File: src/inc/agu_consts.svh
`ifndef AGU_CONSTS_SVH
`define AGU_CONSTS_SVH

// ----------------------------------------------------------------
// Register byte offsets
// ----------------------------------------------------------------
`define AGU_OFF_XAR 12'h000
`define AGU_OFF_AR 12'h020
`define AGU_OFF_TMP 12'h040
`define AGU_OFF_BSA 12'h050
`define AGU_OFF_CFG 12'h060
`define AGU_OFF_STAT 12'h064

// ----------------------------------------------------------------
// Configuration and status fields
// ----------------------------------------------------------------
`define AGU_CFG_CIRC_LSB 0
`define AGU_CFG_COMPAT_BIT 8
`define AGU_CFG_SET_BIT 9
`define AGU_CFG_SIZE_LSB 16
`define AGU_STAT_ERR_BIT 0
`define AGU_STAT_CNT_LSB 16

// ----------------------------------------------------------------
// Reset values
// ----------------------------------------------------------------
`define AGU_RST_PTR 16'h0000
`define AGU_RST_HIGH 7'h00
`define AGU_RST_TMP 16'h0000
`define AGU_RST_BSA 16'h0000
`define AGU_RST_CIRC 8'h00
`define AGU_RST_SIZE 16'h0000

// ----------------------------------------------------------------
// Addressing limits
// ----------------------------------------------------------------
`define AGU_BITMAX_WIDE 17'h00027
`define AGU_BITMAX_NARROW 17'h0000f
`define AGU_NUM_ACC 4'h4
`define AGU_STEP_ONE 16'h0001
`define AGU_STEP_TWO 16'h0002

`endif

File: src/inc/agu_pkg.sv
package agu_pkg;

    typedef enum logic [3:0] {
        op_plain,
        op_post_inc,
        op_post_dec,
        op_pre_inc,
        op_pre_dec,
        op_post_add_idx,
        op_post_sub_idx,
        op_base_idx,
        op_post_add_rev,
        op_post_sub_rev,
        op_post_add_idx1,
        op_post_sub_idx1,
        op_base_idx1,
        op_base_short
    } op_code_e;

    typedef enum logic [1:0] {
        width_16,
        width_32,
        width_bit,
        width_pair
    } width_e;

    typedef enum logic [1:0] {
        space_data,
        space_mmr,
        space_regbit,
        space_io
    } space_e;

endpackage

File: src/hdl/aux_pointer_indirect_agu.sv
`include "agu_consts.svh"

// How it works
// [RULE1] Data address is the pointer high part over the 16-bit pointer.
// [RULE2] Low pointer writable alone; high part only via full extended write.
// [RULE3] Register-bit access uses the pointer value as bit number from LSB.
// [RULE4] Bit targets are accumulators, pointers, temporaries; top bit 39 or 15.
// [RULE5] I/O access uses the 16-bit pointer directly as I/O word address.
// [RULE6] Operand set select 0 decodes DSP operands, 1 control operands.
// [RULE7] Circular pointers get buffer start added and update within buffer.
// [RULE8] Pointer arithmetic wraps in 16 bits, never touching the high part.
// [RULE9] Plain indirect addresses at the pointer and leaves it unchanged.
// [RULE10] Post-increment addresses, then adds 1 or 2 by access width.
// [RULE11] Post-decrement addresses, then subtracts 1 or 2 by access width.
// [RULE12] Pre-increment adds 1 or 2 first, then addresses the new value.
// [RULE13] Pre-decrement subtracts 1 or 2 first, then addresses the new value.
// [RULE14] Indexed post-modify adds or subtracts temp zero or pointer zero.
// [RULE15] Indexed base-offset addresses pointer plus selected index, no update.
// [RULE16] Bit-reverse operands modify with carry running from MSB downward.
// [RULE17] Bit-reverse on circular pointer adds start value, no buffer wrap.
// [RULE18] Second-index post-modify adds or subtracts temp one.
// [RULE19] Second-index base-offset addresses pointer plus temp one, no update.
// [RULE20] Control-mode short offset adds constant 1 to 7 to unchanged pointer.
// [RULE21] Register-bit and I/O addresses ignore the pointer high part.
module aux_pointer_indirect_agu #(
    parameter int NUM_PTR = 8,
    parameter int PTR_W = 16,
    parameter int HIGH_W = 7
) (
    input wire logic pclk,
    input wire logic presetn,
    input wire logic psel,
    input wire logic penable,
    input wire logic pwrite,
    input wire logic [11:0] paddr,
    input wire logic [31:0] pwdata,
    output logic [31:0] prdata,
    output logic pready,
    output logic pslverr,
    input wire logic op_valid,
    input wire logic [3:0] op_code,
    input wire logic [2:0] op_ptr,
    input wire logic [1:0] op_width,
    input wire logic [1:0] op_space,
    input wire logic [3:0] bit_target,
    input wire logic [2:0] short_offset_const,
    output logic res_valid,
    output logic res_error,
    output logic [22:0] res_data_addr,
    output logic [15:0] res_io_addr,
    output logic [15:0] res_bit_num,
    output logic [3:0] res_bit_target,
    output logic [1:0] res_space
);

    // ----------------------------------------------------------------
    // Elaboration checks
    // ----------------------------------------------------------------
    generate
        if (NUM_PTR != 8 || PTR_W != 16 || HIGH_W != 7) begin : g_bad_param
            $error("aux_pointer_indirect_agu supports 8 pointers of 16+7 bits only");
        end
    endgenerate

    // ----------------------------------------------------------------
    // State
    // ----------------------------------------------------------------
    logic [15:0] aux_pointer_q [8];
    logic [6:0] aux_pointer_high_q [8];
    logic [15:0] temporaries_q [4];
    logic [15:0] buffer_start_value_q [4];
    logic [7:0] circ_en_q;
    logic legacy_compat_bit_q;
    logic operand_set_select_q;
    logic [15:0] buf_size_q;
    logic [31:0] prdata_q;
    logic unmapped_q;
    logic last_error_q;
    logic [15:0] op_count_q;

    // ----------------------------------------------------------------
    // APB decode
    // ----------------------------------------------------------------
    logic setup_ph, wr_en, mapped;
    logic sel_xar, sel_ar, sel_tmp, sel_bsa, sel_cfg, sel_stat;
    logic [2:0] wr_ptr;
    logic [1:0] wr_sub;

    assign setup_ph = psel && !penable;
    assign wr_en = psel && penable && pwrite;
    assign sel_xar = (paddr[11:5] == 7'(`AGU_OFF_XAR >> 5)) && (paddr[1:0] == 2'h0);
    assign sel_ar = (paddr[11:5] == 7'(`AGU_OFF_AR >> 5)) && (paddr[1:0] == 2'h0);
    assign sel_tmp = (paddr[11:4] == 8'(`AGU_OFF_TMP >> 4)) && (paddr[1:0] == 2'h0);
    assign sel_bsa = (paddr[11:4] == 8'(`AGU_OFF_BSA >> 4)) && (paddr[1:0] == 2'h0);
    assign sel_cfg = (paddr == `AGU_OFF_CFG);
    assign sel_stat = (paddr == `AGU_OFF_STAT);
    assign mapped = sel_xar || sel_ar || sel_tmp || sel_bsa || sel_cfg || sel_stat;
    assign wr_ptr = paddr[4:2];
    assign wr_sub = paddr[3:2];

    // No wait states; error flag captured at setup so it is stable in access
    assign pready = 1'b1;
    assign pslverr = psel && penable && unmapped_q;
    assign prdata = prdata_q;

    // ----------------------------------------------------------------
    // Operand decode and address arithmetic
    // ----------------------------------------------------------------
    function automatic logic [15:0] bit_rev(input logic [15:0] v);
        logic [15:0] r;
        r = 16'h0000;
        for (int i = 0; i < 16; i++) begin
            r[i] = v[15 - i];
        end
        return r;
    endfunction

    agu_pkg::op_code_e code;
    agu_pkg::width_e width;
    agu_pkg::space_e space;
    logic [15:0] ptr, bsa, step, idx, mod, offset;
    logic [15:0] lin_new, rev_new, circ_new, new_ptr, eff, low_addr;
    logic [6:0] ptr_high;
    logic [17:0] circ_sum;
    logic [16:0] last_bit, bit_max;
    logic circ, upd, pre, base, rev, rev_sub, bad_op, bad_access, pair, op_ok;

    always_comb begin
        code = agu_pkg::op_code_e'(op_code);
        width = agu_pkg::width_e'(op_width);
        space = agu_pkg::space_e'(op_space);
        ptr = aux_pointer_q[op_ptr];
        ptr_high = aux_pointer_high_q[op_ptr];
        circ = circ_en_q[op_ptr];
        bsa = buffer_start_value_q[op_ptr[2:1]];
        pair = (width == agu_pkg::width_32) || (width == agu_pkg::width_pair);
        step = pair ? `AGU_STEP_TWO : `AGU_STEP_ONE; // [RULE10] [RULE11]
        idx = legacy_compat_bit_q ? aux_pointer_q[0] : temporaries_q[0]; // [RULE14]
        mod = 16'h0000;
        offset = 16'h0000;
        upd = 1'b0;
        pre = 1'b0;
        base = 1'b0;
        rev = 1'b0;
        rev_sub = 1'b0;
        bad_op = 1'b0;
        unique case (code)
            agu_pkg::op_plain: begin
                upd = 1'b0; // [RULE9]
            end
            agu_pkg::op_post_inc: begin
                upd = 1'b1;
                mod = step; // [RULE10]
            end
            agu_pkg::op_post_dec: begin
                upd = 1'b1;
                mod = 16'h0000 - step; // [RULE11]
            end
            agu_pkg::op_pre_inc: begin
                upd = 1'b1;
                pre = 1'b1;
                mod = step; // [RULE12]
            end
            agu_pkg::op_pre_dec: begin
                upd = 1'b1;
                pre = 1'b1;
                mod = 16'h0000 - step; // [RULE13]
            end
            agu_pkg::op_post_add_idx: begin
                upd = 1'b1;
                mod = idx; // [RULE14]
            end
            agu_pkg::op_post_sub_idx: begin
                upd = 1'b1;
                mod = 16'h0000 - idx; // [RULE14]
            end
            agu_pkg::op_base_idx: begin
                base = 1'b1;
                offset = idx; // [RULE15]
            end
            agu_pkg::op_post_add_rev: begin
                upd = 1'b1;
                rev = 1'b1; // [RULE16]
            end
            agu_pkg::op_post_sub_rev: begin
                upd = 1'b1;
                rev = 1'b1;
                rev_sub = 1'b1; // [RULE16]
            end
            agu_pkg::op_post_add_idx1: begin
                upd = 1'b1;
                mod = temporaries_q[1]; // [RULE18]
            end
            agu_pkg::op_post_sub_idx1: begin
                upd = 1'b1;
                mod = 16'h0000 - temporaries_q[1]; // [RULE18]
            end
            agu_pkg::op_base_idx1: begin
                base = 1'b1;
                offset = temporaries_q[1]; // [RULE19]
            end
            agu_pkg::op_base_short: begin
                base = 1'b1;
                offset = {13'h0000, short_offset_const}; // [RULE20]
                bad_op = (short_offset_const == 3'h0); // [RULE20]
            end
            default: begin
                bad_op = 1'b1;
            end
        endcase

        // Operand sets differ by mode; codes outside the active set are refused
        if (operand_set_select_q) begin
            if (code == agu_pkg::op_pre_inc || code == agu_pkg::op_pre_dec
                || code == agu_pkg::op_post_add_rev || code == agu_pkg::op_post_sub_rev
                || code == agu_pkg::op_post_add_idx1 || code == agu_pkg::op_post_sub_idx1
                || code == agu_pkg::op_base_idx1) begin
                bad_op = 1'b1; // [RULE6]
            end
        end else if (code == agu_pkg::op_base_short) begin
            bad_op = 1'b1; // [RULE6]
        end

        // Pointer update, 16-bit only so the high part never sees a carry
        lin_new = ptr + mod; // [RULE8]
        if (rev_sub) begin
            rev_new = bit_rev(bit_rev(ptr) - bit_rev(idx)); // [RULE16]
        end else begin
            rev_new = bit_rev(bit_rev(ptr) + bit_rev(idx)); // [RULE16]
        end
        // Single wrap only: a modifier larger than the buffer leaves it
        circ_sum = {2'b00, ptr} + {{2{mod[15]}}, mod};
        if (circ_sum[17]) begin
            circ_new = circ_sum[15:0] + buf_size_q; // [RULE7]
        end else if (circ_sum[16:0] >= {1'b0, buf_size_q}) begin
            circ_new = circ_sum[15:0] - buf_size_q; // [RULE7]
        end else begin
            circ_new = circ_sum[15:0];
        end
        if (rev) begin
            new_ptr = rev_new; // [RULE17]
        end else if (circ && buf_size_q != 16'h0000) begin
            new_ptr = circ_new; // [RULE7]
        end else begin
            new_ptr = lin_new; // [RULE8]
        end

        // Address basis
        if (pre) begin
            eff = new_ptr; // [RULE12] [RULE13]
        end else if (base) begin
            eff = ptr + offset; // [RULE15] [RULE19] [RULE8]
        end else begin
            eff = ptr; // [RULE9]
        end
        low_addr = circ ? eff + bsa : eff; // [RULE7] [RULE17] [RULE8]

        // Access checks
        bit_max = (bit_target < `AGU_NUM_ACC) ? `AGU_BITMAX_WIDE : `AGU_BITMAX_NARROW; // [RULE4]
        last_bit = {1'b0, low_addr} + (pair ? 17'h00001 : 17'h00000);
        bad_access = 1'b0;
        if (space == agu_pkg::space_regbit) begin
            bad_access = (last_bit > bit_max) // [RULE4]
                || (width == agu_pkg::width_16) || (width == agu_pkg::width_32);
        end else begin
            bad_access = (width == agu_pkg::width_bit) || (width == agu_pkg::width_pair);
        end
        if (space == agu_pkg::space_io && pair) begin
            bad_access = 1'b1;
        end
        op_ok = !bad_op && !bad_access;
    end

    // ----------------------------------------------------------------
    // Auxiliary pointers
    // ----------------------------------------------------------------
    // Bus write wins over an operand update of the same pointer
    generate
        for (genvar n = 0; n < 8; n++) begin : g_ptr
            always_ff @(posedge pclk or negedge presetn) begin
                if (!presetn) begin
                    aux_pointer_q[n] <= `AGU_RST_PTR;
                    aux_pointer_high_q[n] <= `AGU_RST_HIGH;
                end else if (wr_en && sel_xar && wr_ptr == 3'(n)) begin
                    aux_pointer_q[n] <= pwdata[15:0]; // [RULE2]
                    aux_pointer_high_q[n] <= pwdata[22:16]; // [RULE2]
                end else if (wr_en && sel_ar && wr_ptr == 3'(n)) begin
                    aux_pointer_q[n] <= pwdata[15:0]; // [RULE2]
                end else if (op_valid && op_ok && upd && op_ptr == 3'(n)) begin
                    aux_pointer_q[n] <= new_ptr; // [RULE8]
                end
            end
        end
    endgenerate

    // ----------------------------------------------------------------
    // Temporaries, buffer starts, configuration
    // ----------------------------------------------------------------
    always_ff @(posedge pclk or negedge presetn) begin
        if (!presetn) begin
            for (int k = 0; k < 4; k++) begin
                temporaries_q[k] <= `AGU_RST_TMP;
                buffer_start_value_q[k] <= `AGU_RST_BSA;
            end
        end else if (wr_en && sel_tmp) begin
            temporaries_q[wr_sub] <= pwdata[15:0];
        end else if (wr_en && sel_bsa) begin
            buffer_start_value_q[wr_sub] <= pwdata[15:0];
        end
    end

    always_ff @(posedge pclk or negedge presetn) begin
        if (!presetn) begin
            circ_en_q <= `AGU_RST_CIRC;
            legacy_compat_bit_q <= 1'b0;
            operand_set_select_q <= 1'b0;
            buf_size_q <= `AGU_RST_SIZE;
        end else if (wr_en && sel_cfg) begin
            circ_en_q <= pwdata[`AGU_CFG_CIRC_LSB +: 8];
            legacy_compat_bit_q <= pwdata[`AGU_CFG_COMPAT_BIT];
            operand_set_select_q <= pwdata[`AGU_CFG_SET_BIT];
            buf_size_q <= pwdata[`AGU_CFG_SIZE_LSB +: 16];
        end
    end

    // ----------------------------------------------------------------
    // Read data, captured in the setup phase
    // ----------------------------------------------------------------
    always_ff @(posedge pclk or negedge presetn) begin
        if (!presetn) begin
            prdata_q <= 32'h0000_0000;
            unmapped_q <= 1'b0;
        end else if (setup_ph) begin
            unmapped_q <= !mapped;
            prdata_q <= 32'h0000_0000;
            if (!pwrite) begin
                if (sel_xar) begin
                    prdata_q <= {9'h000, aux_pointer_high_q[wr_ptr], aux_pointer_q[wr_ptr]};
                end else if (sel_ar) begin
                    prdata_q <= {16'h0000, aux_pointer_q[wr_ptr]};
                end else if (sel_tmp) begin
                    prdata_q <= {16'h0000, temporaries_q[wr_sub]};
                end else if (sel_bsa) begin
                    prdata_q <= {16'h0000, buffer_start_value_q[wr_sub]};
                end else if (sel_cfg) begin
                    prdata_q <= {buf_size_q, 6'h00, operand_set_select_q,
                                 legacy_compat_bit_q, circ_en_q};
                end else if (sel_stat) begin
                    prdata_q <= {op_count_q, 15'h0000, last_error_q};
                end
            end
        end
    end

    // ----------------------------------------------------------------
    // Results towards the access paths
    // ----------------------------------------------------------------
    always_ff @(posedge pclk or negedge presetn) begin
        if (!presetn) begin
            res_valid <= 1'b0;
            res_error <= 1'b0;
            res_data_addr <= 23'h000000;
            res_io_addr <= 16'h0000;
            res_bit_num <= 16'h0000;
            res_bit_target <= 4'h0;
            res_space <= 2'h0;
        end else begin
            res_valid <= op_valid;
            if (op_valid) begin
                res_error <= !op_ok;
                res_space <= op_space;
                res_data_addr <= {ptr_high, low_addr}; // [RULE1]
                res_io_addr <= low_addr; // [RULE5] [RULE21]
                res_bit_num <= low_addr; // [RULE3] [RULE21]
                res_bit_target <= bit_target; // [RULE4]
            end
        end
    end

    // ----------------------------------------------------------------
    // Status
    // ----------------------------------------------------------------
    always_ff @(posedge pclk or negedge presetn) begin
        if (!presetn) begin
            last_error_q <= 1'b0;
            op_count_q <= 16'h0000;
        end else if (op_valid) begin
            last_error_q <= !op_ok;
            op_count_q <= op_count_q + 16'h0001;
        end
    end

endmodule

File: config.mk
export PLATFORM = sky130hd
export DESIGN_NAME = aux_pointer_indirect_agu
export DESIGN_NICKNAME = d
export VERILOG_FILES = /design/src/inc/agu_pkg.sv /design/src/hdl/aux_pointer_indirect_agu.sv
export VERILOG_INCLUDE_DIRS = /design/src /design/src/inc
export SDC_FILE = /design/constraint.sdc
export NUM_CORES = 1
export LEC_CHECK = 0
export BUFFER_PORTS_ARGS = -buffer_cell sky130_fd_sc_hd__buf_4
export CORE_ASPECT_RATIO = 0.9
export CORE_MARGIN = 5
export CORE_UTILIZATION = 55
export DETAILED_ROUTE_END_ITERATION = 7
export PLACE_DENSITY = 0.73
export REMOVE_ABC_BUFFERS = 1
export SKIP_LAST_GASP = 1
export SLEW_MARGIN = 0
export SYNTH_ARGS = -nofsm -noshare
export SYNTH_HDL_FRONTEND = slang
export SYNTH_SLANG_ARGS = --single-unit
File: constraint.sdc
create_clock -name pclk -period 15 [get_ports pclk]
set_clock_uncertainty 0.05 [all_clocks]
set_input_delay 2.25 -clock pclk [delete_from_list [all_inputs] [get_ports pclk]]
set_output_delay 2.25 -clock pclk [all_outputs]
set_load 0.02 [all_outputs]
[Word-level counts from Yosys, hierarchy flattened]
Index checks and enable logic that the tools add are counted.
Cells by class
  $add $sub $neg: 13
  magnitude comparators: 9
  eq/ne operators: 37
  mux-type cells: 83
  bitwise gates (word level): 5
  reductions and logical operators: 87
Operators with widths (count)
  16-bit 2-to-1 mux: 44
  32-bit 2-to-1 mux: 7
  64-bit bitwise mux: 2
  16-bit binary-select mux with 2-bit select: 3
  16-bit binary-select mux with 3-bit select: 2
  16-bit one-hot mux with 6 select lines: 1
  16-bit adder: 5
  16-bit one-hot mux with 3 select lines: 1
  1-bit logical AND: 43
  7-bit binary-select mux with 3-bit select: 2
  16-bit demux with 2-bit select: 1
  1-bit by 16-bit subtractor with 16-bit output (first input constant): 2
  16-bit subtractor: 2
  7-bit 2-to-1 mux: 4
  12-bit by 7-bit equality test with 1-bit output (second input constant): 2
  3-bit equality test (second input constant): 8
  4-bit equality test (second input constant): 6
  3-bit nonzero test: 8
  17-bit by 16-bit adder with 18-bit output: 1
  16-bit by 1-bit adder with 17-bit output: 1
  17-bit by 16-bit >= comparator with 1-bit output: 1
  17-bit by 6-bit > comparator with 1-bit output: 1
  16-bit by 1-bit adder with 16-bit output (second input constant): 1
  4-bit by 3-bit equality test with 1-bit output (second input constant): 4
  34 further kinds: 82
Word-level totals
  register bits after elaboration: 434
  input port bits: 68
  output and inout port bits: 97
  word-level logic and storage cells: 271

[Depth between registers and ports, before layout]
Gate-level depths: netlist of the first run.
  depth in word-level cells: 28
  depth in mapped cells: 56
  depth with buffers taken out: 49

[Least setup slack after synthesis of the first run]
Ideal clock, no wire load.
  path kind: input-to-reg
  start: input port op_code[1]
  end: register aux_pointer_q[26] in the netlist's numbering
  setup time: 124 ps
  arrival: 12609 ps
  required time: 14826 ps
  slack: 2217 ps
  stages on the path: 53
  path buffers: 7
  cell sequence: buf_2 -> nand4b_1 -> clkbuf_1 -> clkbuf_1 -> clkbuf_1 -> nand2_1 -> o21ai_0 -> ha_1 -> and2_0 -> nand3_1 -> nor2b_1 -> nand2_1 -> nor2_1 -> xor2_1 -> a21oi_1 -> a221o_1 -> ha_1 -> and2_1 -> (+17 left out) -> inv_1 -> fa_1 -> nor2b_1 -> o31a_1 -> o21ai_0 -> and3_1 -> or2_2 -> mux2_2 -> nor4_1 -> o211ai_1 -> or4b_1 -> a211oi_1 -> o311ai_1 -> and2_4 -> buf_6 -> buf_6 -> o31ai_1 -> o21ai_1
Between the ends
  word-level cells in the longest chain between the ends: 24
  elaborated cells on any way between the ends: 69
  those cells by class: add/sub (7); order compare (2); eq/ne (13); mux (24); reduce/logical (23)
Ends and longest elaborated chain
  from (decl): line aux_pointer_indirect_agu.sv:41  | input wire logic [3:0] op_code,
  4-bit by 3-bit equality test with 1-bit output, or another cell as far along: line aux_pointer_indirect_agu.sv:147, aux_pointer_indirect_agu.sv:214
  2-bit OR reduction (no line)
  16-bit one-hot mux with 6 select lines: line aux_pointer_indirect_agu.sv:147  | unique case (code)
  17-bit by 16-bit adder with 18-bit output: line aux_pointer_indirect_agu.sv:232  | circ_sum = {2'b00, ptr} + {{2{mod[15]}}, mod};
  16-bit subtractor / 17-bit by 16-bit >= comparator with 1-bit output (equally long branches): line aux_pointer_indirect_agu.sv:236, aux_pointer_indirect_agu.sv:235
  16-bit 2-to-1 mux: line aux_pointer_indirect_agu.sv:235  | end else if (circ_sum[16:0] >= {1'b0, buf_size_q}) begin
  16-bit 2-to-1 mux: line aux_pointer_indirect_agu.sv:233  | if (circ_sum[17]) begin
  16-bit 2-to-1 mux: line aux_pointer_indirect_agu.sv:242  | end else if (circ && buf_size_q != 16'h0000) begin
  (+5 left out)
  17-bit by 6-bit > comparator with 1-bit output: line aux_pointer_indirect_agu.sv:263  | bad_access = (last_bit > bit_max)
  1-bit logical OR (2 in a row): line aux_pointer_indirect_agu.sv:264  | || (width == agu_pkg::width_16) || (width == agu_pkg::width_32);
  1-bit 2-to-1 mux: line aux_pointer_indirect_agu.sv:262  | if (space == agu_pkg::space_regbit) begin
  1-bit 2-to-1 mux: line aux_pointer_indirect_agu.sv:268  | if (space == agu_pkg::space_io && pair) begin
  1-bit zero test: line aux_pointer_indirect_agu.sv:271  | op_ok = !bad_op && !bad_access;
  1-bit logical AND: line aux_pointer_indirect_agu.sv:271
  1-bit logical AND (3 in a row): line aux_pointer_indirect_agu.sv:289  | end else if (op_valid && op_ok && upd && op_ptr == 3'(n)) begin
  3-bit nonzero test (no line)
  to (signal, indexed assignment): line aux_pointer_indirect_agu.sv:285  | aux_pointer_q[n] <= pwdata[15:0];
  to (signal, indexed assignment): line aux_pointer_indirect_agu.sv:288  | aux_pointer_q[n] <= pwdata[15:0];
  to (signal, indexed assignment): line aux_pointer_indirect_agu.sv:290  | aux_pointer_q[n] <= new_ptr;
  to (decl): line aux_pointer_indirect_agu.sv:68  | logic [15:0] aux_pointer_q [8];
Parallel ways exist; a longest one is shown, timed or not. The select of a mux whose other input is x is not followed.
A chain may end at the register's enable or synchronous reset.

[Worst setup path after layout of the first run]
  start: input port op_code[0]
  end: register aux_pointer_q[55] in the netlist's numbering
The elaborated chain is that of the path after synthesis.

==> results of run 1 <==
## cells by family (layout without fill, tap and decap cells)
kind of cell,count (synthesis),count (layout),share of synthesized area
DFF,418,418,0.341
muxes,457,457,0.217
AOI/OAI and AO/OA,843,843,0.181
xor gates and xnor gates,92,92,0.0267
other,1,1,0.000122
and+or+nand+nor,889,889,0.136
adders and majority gates,122,122,0.0514
buffers and inverters,336,400,0.0483
## layout make-up
class | count | area (sq um)
tap | 756 | 946
clock buffer | 67 | 1390
clock inverter | 17 | 216
multi-input combinational | 2404 | 18800
timing repair buffer | 228 | 1740
sequential | 418 | 10500
fill | 4513 | 21600
inverter | 88 | 335
## registers in the layout, indices dropped and copies added (netlist names)
name and flops:
aux_pointer_q 128, res_space 2, legacy_compat_bit_q 1, temporaries_q 64
res_data_addr 23, res_bit_target 4, circ_en_q 8, unmapped_q 1
res_error 1, res_valid 1, op_count_q 16, aux_pointer_high_q 56
prdata 32, operand_set_select_q 1, buffer_start_value_q 64, buf_size_q 16
## worst register-to-register path, delay by kind of cell, from the launching register on
kind                       cells  cell delay [ps]
AOI/OAI and AO/OA             15             3860
muxes                          4             1410
xor gates and xnor gates       2              480
buffers and inverters          3             1130
adders and majority gates      4             1170
DFF                            1              560
and+or+nand+nor               18             3890
## cells in the final DEF (no fill, tap or decap), drive strengths merged, types with 31 or more instances in the layout
cell type | synthesis | layout
nand2b | 31 | 31
inv | 88 | 92
nor2 | 217 | 217
ha | 115 | 115
dfrtp | 418 | 418
buf | 91 | 228
o211ai | 82 | 82
o21ai | 192 | 192
nand2 | 328 | 328
a21oi | 198 | 198
nor3 | 57 | 57
nand3 | 34 | 34
clkbuf | 157 | 67
mux4 | 142 | 142
mux2i | 87 | 87
o31ai | 33 | 33
xnor2 | 73 | 73
a31oi | 42 | 42
nand4 | 80 | 80
mux2 | 228 | 228
## worst max-delay path by stage
stage | slack [ps] | startpoint | to | cells past startpoint
after floorplan | 460 | op_code[2] | aux_pointer_q[79] | 45
after global placement | 890 | op_code[0] | aux_pointer_q[94] | 49
after detailed placement | 630 | op_code[0] | aux_pointer_q[55] | 51
after CTS | 1190 | op_code[0] | aux_pointer_q[84] | 50
after global routing | 340 | op_ptr[0] | aux_pointer_q[55] | 45
final | 1180 | op_code[0] | aux_pointer_q[55] | 47
## cell usage after synthesis (all sizes together) (24+ instances only)
| master | count |
|---|---|
| a21o | 28 |
| a21oi | 198 |
| a22o | 25 |
| a31oi | 42 |
| buf | 91 |
| clkbuf | 157 |
| dfrtp | 418 |
| ha | 115 |
| inv | 88 |
| mux2 | 228 |
| mux2i | 87 |
| mux4 | 142 |
| nand2 | 328 |
| nand2b | 31 |
| nand3 | 34 |
| nand4 | 80 |
| nor2 | 217 |
| nor3 | 57 |
| o211ai | 82 |
| o21ai | 192 |
| o22ai | 30 |
| o31ai | 33 |
| or3 | 24 |
| xnor2 | 73 |
## what timing repair did
item / in CTS / in global routing
endpoints found under the setup margin: 0 / 4
hold buffers: 0 / 0
buffers inserted: 0 / 3
## layer usage
layer	vias up	global-route usage	routed length (microns)
li1	11862	-	-
met1	13742	0.480	42500
met2	1730	0.551	48900
met3	279	0.0689	11800
met4	0	0.126	4530
met5	-	0	0
## per-stage QoR
step | area [sq um] | utilization
final | 33900 | 0.611
after global routing | 33900 | 0.611
after CTS | 33900 | 0.611
after detailed placement | 32300 | 0.582
after global placement | 32300 | 0.582
after floorplan | 29600 | -
## report_power, final
| part | internal [mW] | switching, mW |
|---|---|---|
| Clock | 0.701 | 0.504 |
| Sequential | 1.23 | 0.0988 |
| Combinational | 0.516 | 0.827 |
==> qor.txt, run 1 <==
Iter 0 DRT Violations = 3,048
worst slew pin tran = 1350 ps
Seq/Total Area, Yosys = 0.341
Die X = 259 microns
Clock transition at path regs = 60 ps
vias in the first global route = 26,572
FP Rows = 82
CTS tree = done
Pleak = 15.0 nW
vias per cell = 6.94
reg-to-reg endpoint = aux_pointer_q[55]
Power per Cell Area = 114 nW/um^2
dpl hpwl = 78,500 microns
Crit-path slowest cell = a21oi_1
I/O pin cnt = 165
hold slack = 438 ps
Netlist cell types = 93
reg2reg path depth = 46
Nets = 3,376
Slew Limit Fails = 0
Reg2Reg Setup Slack = 2330 ps
first-pass GRT wire length = 164,000 microns
Buf/Inv on CP = 5
Skew-Pair Late Insertion Delay = 600 ps
Clock Tree Buf Depth = 3
post-synth top area share = 0.341
Setup TNS = 0 ps
synth warn = 0
top_reg_cell synth = dfrtp_1
syn_area_per_cell = 9.72 sq um
worst-path maximum fanout = 41
DR WL/cell = 27.1 microns
RSZ-0062 raised after global routing = no
H-tree levels = 2
Critical Path End Type = flop
# placed instances = 3,891
Startpoint Class = primary input
largest net degree at the start of global routing = 155
Gate Count Post-Synth = 3,158
post-place setup slack = 634 ps
top cells by area, synth = dfrtp_1 (34%), mux4_2 (10%), mux2_2 (8.3%)
clock root cell = clkbuf_16
Yosys reg bits = 418
Routed Wire Length = 108,000 microns
total power draw = 3.88 mW
CP top delay family = compound AO/OA/AOI/OAI gates
RR Startpoint = legacy_compat_bit_q
global route overflow = 0
layout cell share with drive strength beyond 1 = 0.226
IO buf count = 163
maximum clock rate = 72.4 MHz
DIE HEIGHT = 234 microns
Max VDD drop = 0.109 mV
status = finished, final reports clean
CTS Sinks = 418
GPL Wtd Cong = 0.982
Num CTS Buffers = 46
Slew HR = 0.0976
Cell Area, Synth = 30,700 sq um
DRC violations left = 0
core area = 55,500 sq um
# Max-Cap Violations = 0
Layout area overhead = 10.5%
final hold violations = 0
setup ws final = 1180 ps
Async S/R FF share, synth = 1.00
drt first pass iters = 6
final antenna diode count = 0
Non-Filler Instances = 3,978
CP peak stage delay = 750 ps
Tmin final = 13,820 ps
Cells on Worst Hold Path = 1
critical path type = in2reg
EDFF count, synth = 0
post-synth top area cell = dfrtp_1
final setup fails = 0
via count = 27,613
initial antenna violation count = 0
gr usage total = 0.347
worst hold start = op_count_q[15]
CTS resizes = 0
Req. time, crit path = 15,430 ps
fin crit share = 0.921
Die Footprint = 60,700 sq um
Hold Path Class = reg2reg
post-route ant nets = 0
effective utilization at floorplan = 0.553
arrival time worst endpoint = 14,250 ps
Hold Path End = op_count_q[15]
Note: power is estimated with default switching activity, not from simulation.
==> run 2, diff against run 1 <==
CAP_MARGIN = 20   (was default)
REMOVE_ABC_BUFFERS = default   (was 1)
==> run 2 against run 1 <==
Net effect: die area did not move; sequential power about the same; worst setup slack got worse by 130 ps.
==> qor.txt, run 2 (synthesis results as in run 1) <==
status = finished, final reports clean (unchanged)
Hold Path Class = reg2reg (unchanged)
GPL Wtd Cong = 0.984 (was 0.982)
Nets = 3,386 (was 3,376)
CP peak stage delay = 570 ps (was 750 ps)
Clock transition at path regs = 60 ps (about the same)
Critical Path End Type = flop (unchanged)
final hold violations = 0 (unchanged)
design area = 34,000 sq um (was 33,900 sq um)
drt first pass iters = 6 (unchanged)
Req. time, crit path = 15,430 ps (about the same)
post-CTS setup buffers = 0 (unchanged)
Die X = 259 microns (unchanged)
Layout area overhead = 10.7% (was 10.5%)
dpl hpwl = 82,900 microns (was 78,500 microns)
CTS Hold Buffers Added = 0 (unchanged)
Clock Tree Buf Depth = 3 (unchanged)
global route overflow = 0 (unchanged)
first-pass GRT wire length = 170,000 microns (was 164,000 microns)
CTS resizes = 0 (unchanged)
worst slew pin tran = 1190 ps (was 1350 ps)
Slew HR = 0.204 (was 0.0976)
CTS tree = done (unchanged)
RSZ-0062 raised after global routing = no (unchanged)
post-place setup slack = 863 ps (was 634 ps)
Tmin final = 13,950 ps (was 13,820 ps)
maximum clock rate = 71.7 MHz (was 72.4 MHz)
FP Rows = 82 (unchanged)
Crit path top cell by count = ha_1
initial antenna violation count = 4 (was 0)
post-route ant nets = 0 (unchanged)
gr usage total = 0.364 (was 0.347)
effective utilization at floorplan = 0.553 (unchanged)
DRC violations left = 0 (unchanged)
via count = 27,758 (was 27,613)
core area = 55,500 sq um (unchanged)
CTS Sinks = 418 (unchanged)
most frequent cells in the layout = dfrtp_1 (418), nand2_1 (327), buf_4 (231) (was dfrtp_1 (418), nand2_1 (327), mux2_2 (227))
clock root cell = clkbuf_16 (unchanged)
largest net degree at the start of global routing = 117 (was 155)
Die Footprint = 60,700 sq um (unchanged)
worst-path maximum fanout = 56 (was 41)
Num CTS Buffers = 45 (was 46)
H-tree levels = 2 (unchanged)
Area after DPL = 32,300 sq um (about the same)
Iter 0 DRT Violations = 3,327 (was 3,048)
Crit-path slowest cell = buf_4 (was a21oi_1)
Reg with most FFs = aux_pointer_q (unchanged)
Skew-Pair Late Insertion Delay = 600 ps (about the same)
Pleak = 15.1 nW (was 15.0 nW)
commonest non-fill, non-tap cell in the layout = dfrtp_1 (unchanged)
setup ws final = 1050 ps (was 1180 ps)
vias per cell = 6.96 (was 6.94)
DIE HEIGHT = 234 microns (unchanged)
vias in the first global route = 27,159 (was 26,572)
# Max-Cap Violations = 0 (unchanged)
max reg flops = 128 (unchanged)
largest registers = aux_pointer_q (128), buffer_start_value_q (64), temporaries_q (64) (unchanged)
Setup TNS = 0 ps (unchanged)
DR WL/cell = 28.3 microns (was 27.1 microns)
Power per Cell Area = 114 nW/um^2 (about the same)
Max VDD drop = 0.0970 mV (was 0.109 mV)
Routed Wire Length = 113,000 microns (was 108,000 microns)
IO buf count = 163 (unchanged)
critical path type = in2reg (unchanged)
final setup fails = 0 (unchanged)
synthesized net count = 3,348
fin crit share = 0.930 (was 0.921)
Slew Limit Fails = 0 (unchanged)
I/O pin cnt = 165 (unchanged)
arrival time worst endpoint = 14,380 ps (was 14,250 ps)
Startpoint Class = primary input (unchanged)
layout cell share with drive strength beyond 1 = 0.225 (was 0.226)
[run 2: cell count changes in the layout (fill, tap and decap cells not counted), moves of 2 or more]
cell	previous run	this run
clkbuf_1	6	13
buf_4	225	231
clkinv_2	7	2
buf_16	0	4
nor3_1	48	52
nor3_2	9	5
inv_6	4	1
buf_6	0	2
clkbuf_16	47	45
diode_2	0	2
[run 2: metal layers]
metal,GRT usage,routed length (microns)
met1,0.492,44000
met2,0.572,50900
met4,0.151,5680
met5,0,27
met3,0.0858,12300
[run 2: path summary, 6_finish.rpt]
kind,from,slack [ps],depth (start not counted),endpoint
hold reg to reg,op_count_q[15],420,1,op_count_q[15]
setup / recovery,op_code[0],1050,51,aux_pointer_q[52]
max in group asynchronous,presetn,10860,4,temporaries_q[34]
hold / removal,op_count_q[15],420,1,op_count_q[15]
min in group asynchronous,presetn,1630,1,prdata[26]
setup reg to reg,legacy_compat_bit_q,2170,52,aux_pointer_q[52]
[run 2: area by class of cell]
cell class / instances / area (sq um)
timing repair buffer: 239 / 1900
fill: 4536 / 21500
clock inverter: 9 / 165
antenna: 2 / 5.00
multi-input combinational: 2404 / 18800
tap: 756 / 946
sequential: 418 / 10500
clock buffer: 72 / 1370
inverter: 88 / 335
[run 2: critical path: cells and delay by family]
| kind | cells | cell delay [ps] |
|---|---|---|
| XOR/XNOR | 4 | 660 |
| AO/OA/AOI/OAI | 18 | 3840 |
| buffers and inverters | 5 | 1340 |
| AND/OR/NAND/NOR | 17 | 3920 |
| adder cells (fa/ha/maj) | 6 | 1830 |
| multiplexers | 1 | 410 |
[run 2: per-stage QoR]
| step | hold WS (ps) | power (mW) | cells | util |
|---|---|---|---|---|
| floorplan | 386 | 2.19 | 3158 | - |
| global placement | 409 | 2.65 | 3898 | 0.582 |
| detailed placement | 412 | 2.68 | 3898 | 0.582 |
| CTS | 424 | 3.84 | 3979 | 0.610 |
| global route | 458 | 4.02 | 3987 | 0.612 |
| finish | 419 | 3.87 | 3988 | 0.612 |
[run 2: power breakdown]
group / switching, mW / total (mW) / leakage, nW / internal, mW
logic: 0.851 / 1.37 / 8.73 / 0.520
registers: 0.109 / 1.34 / 5.61 / 1.23
clock network: 0.482 / 1.16 / 0.745 / 0.679
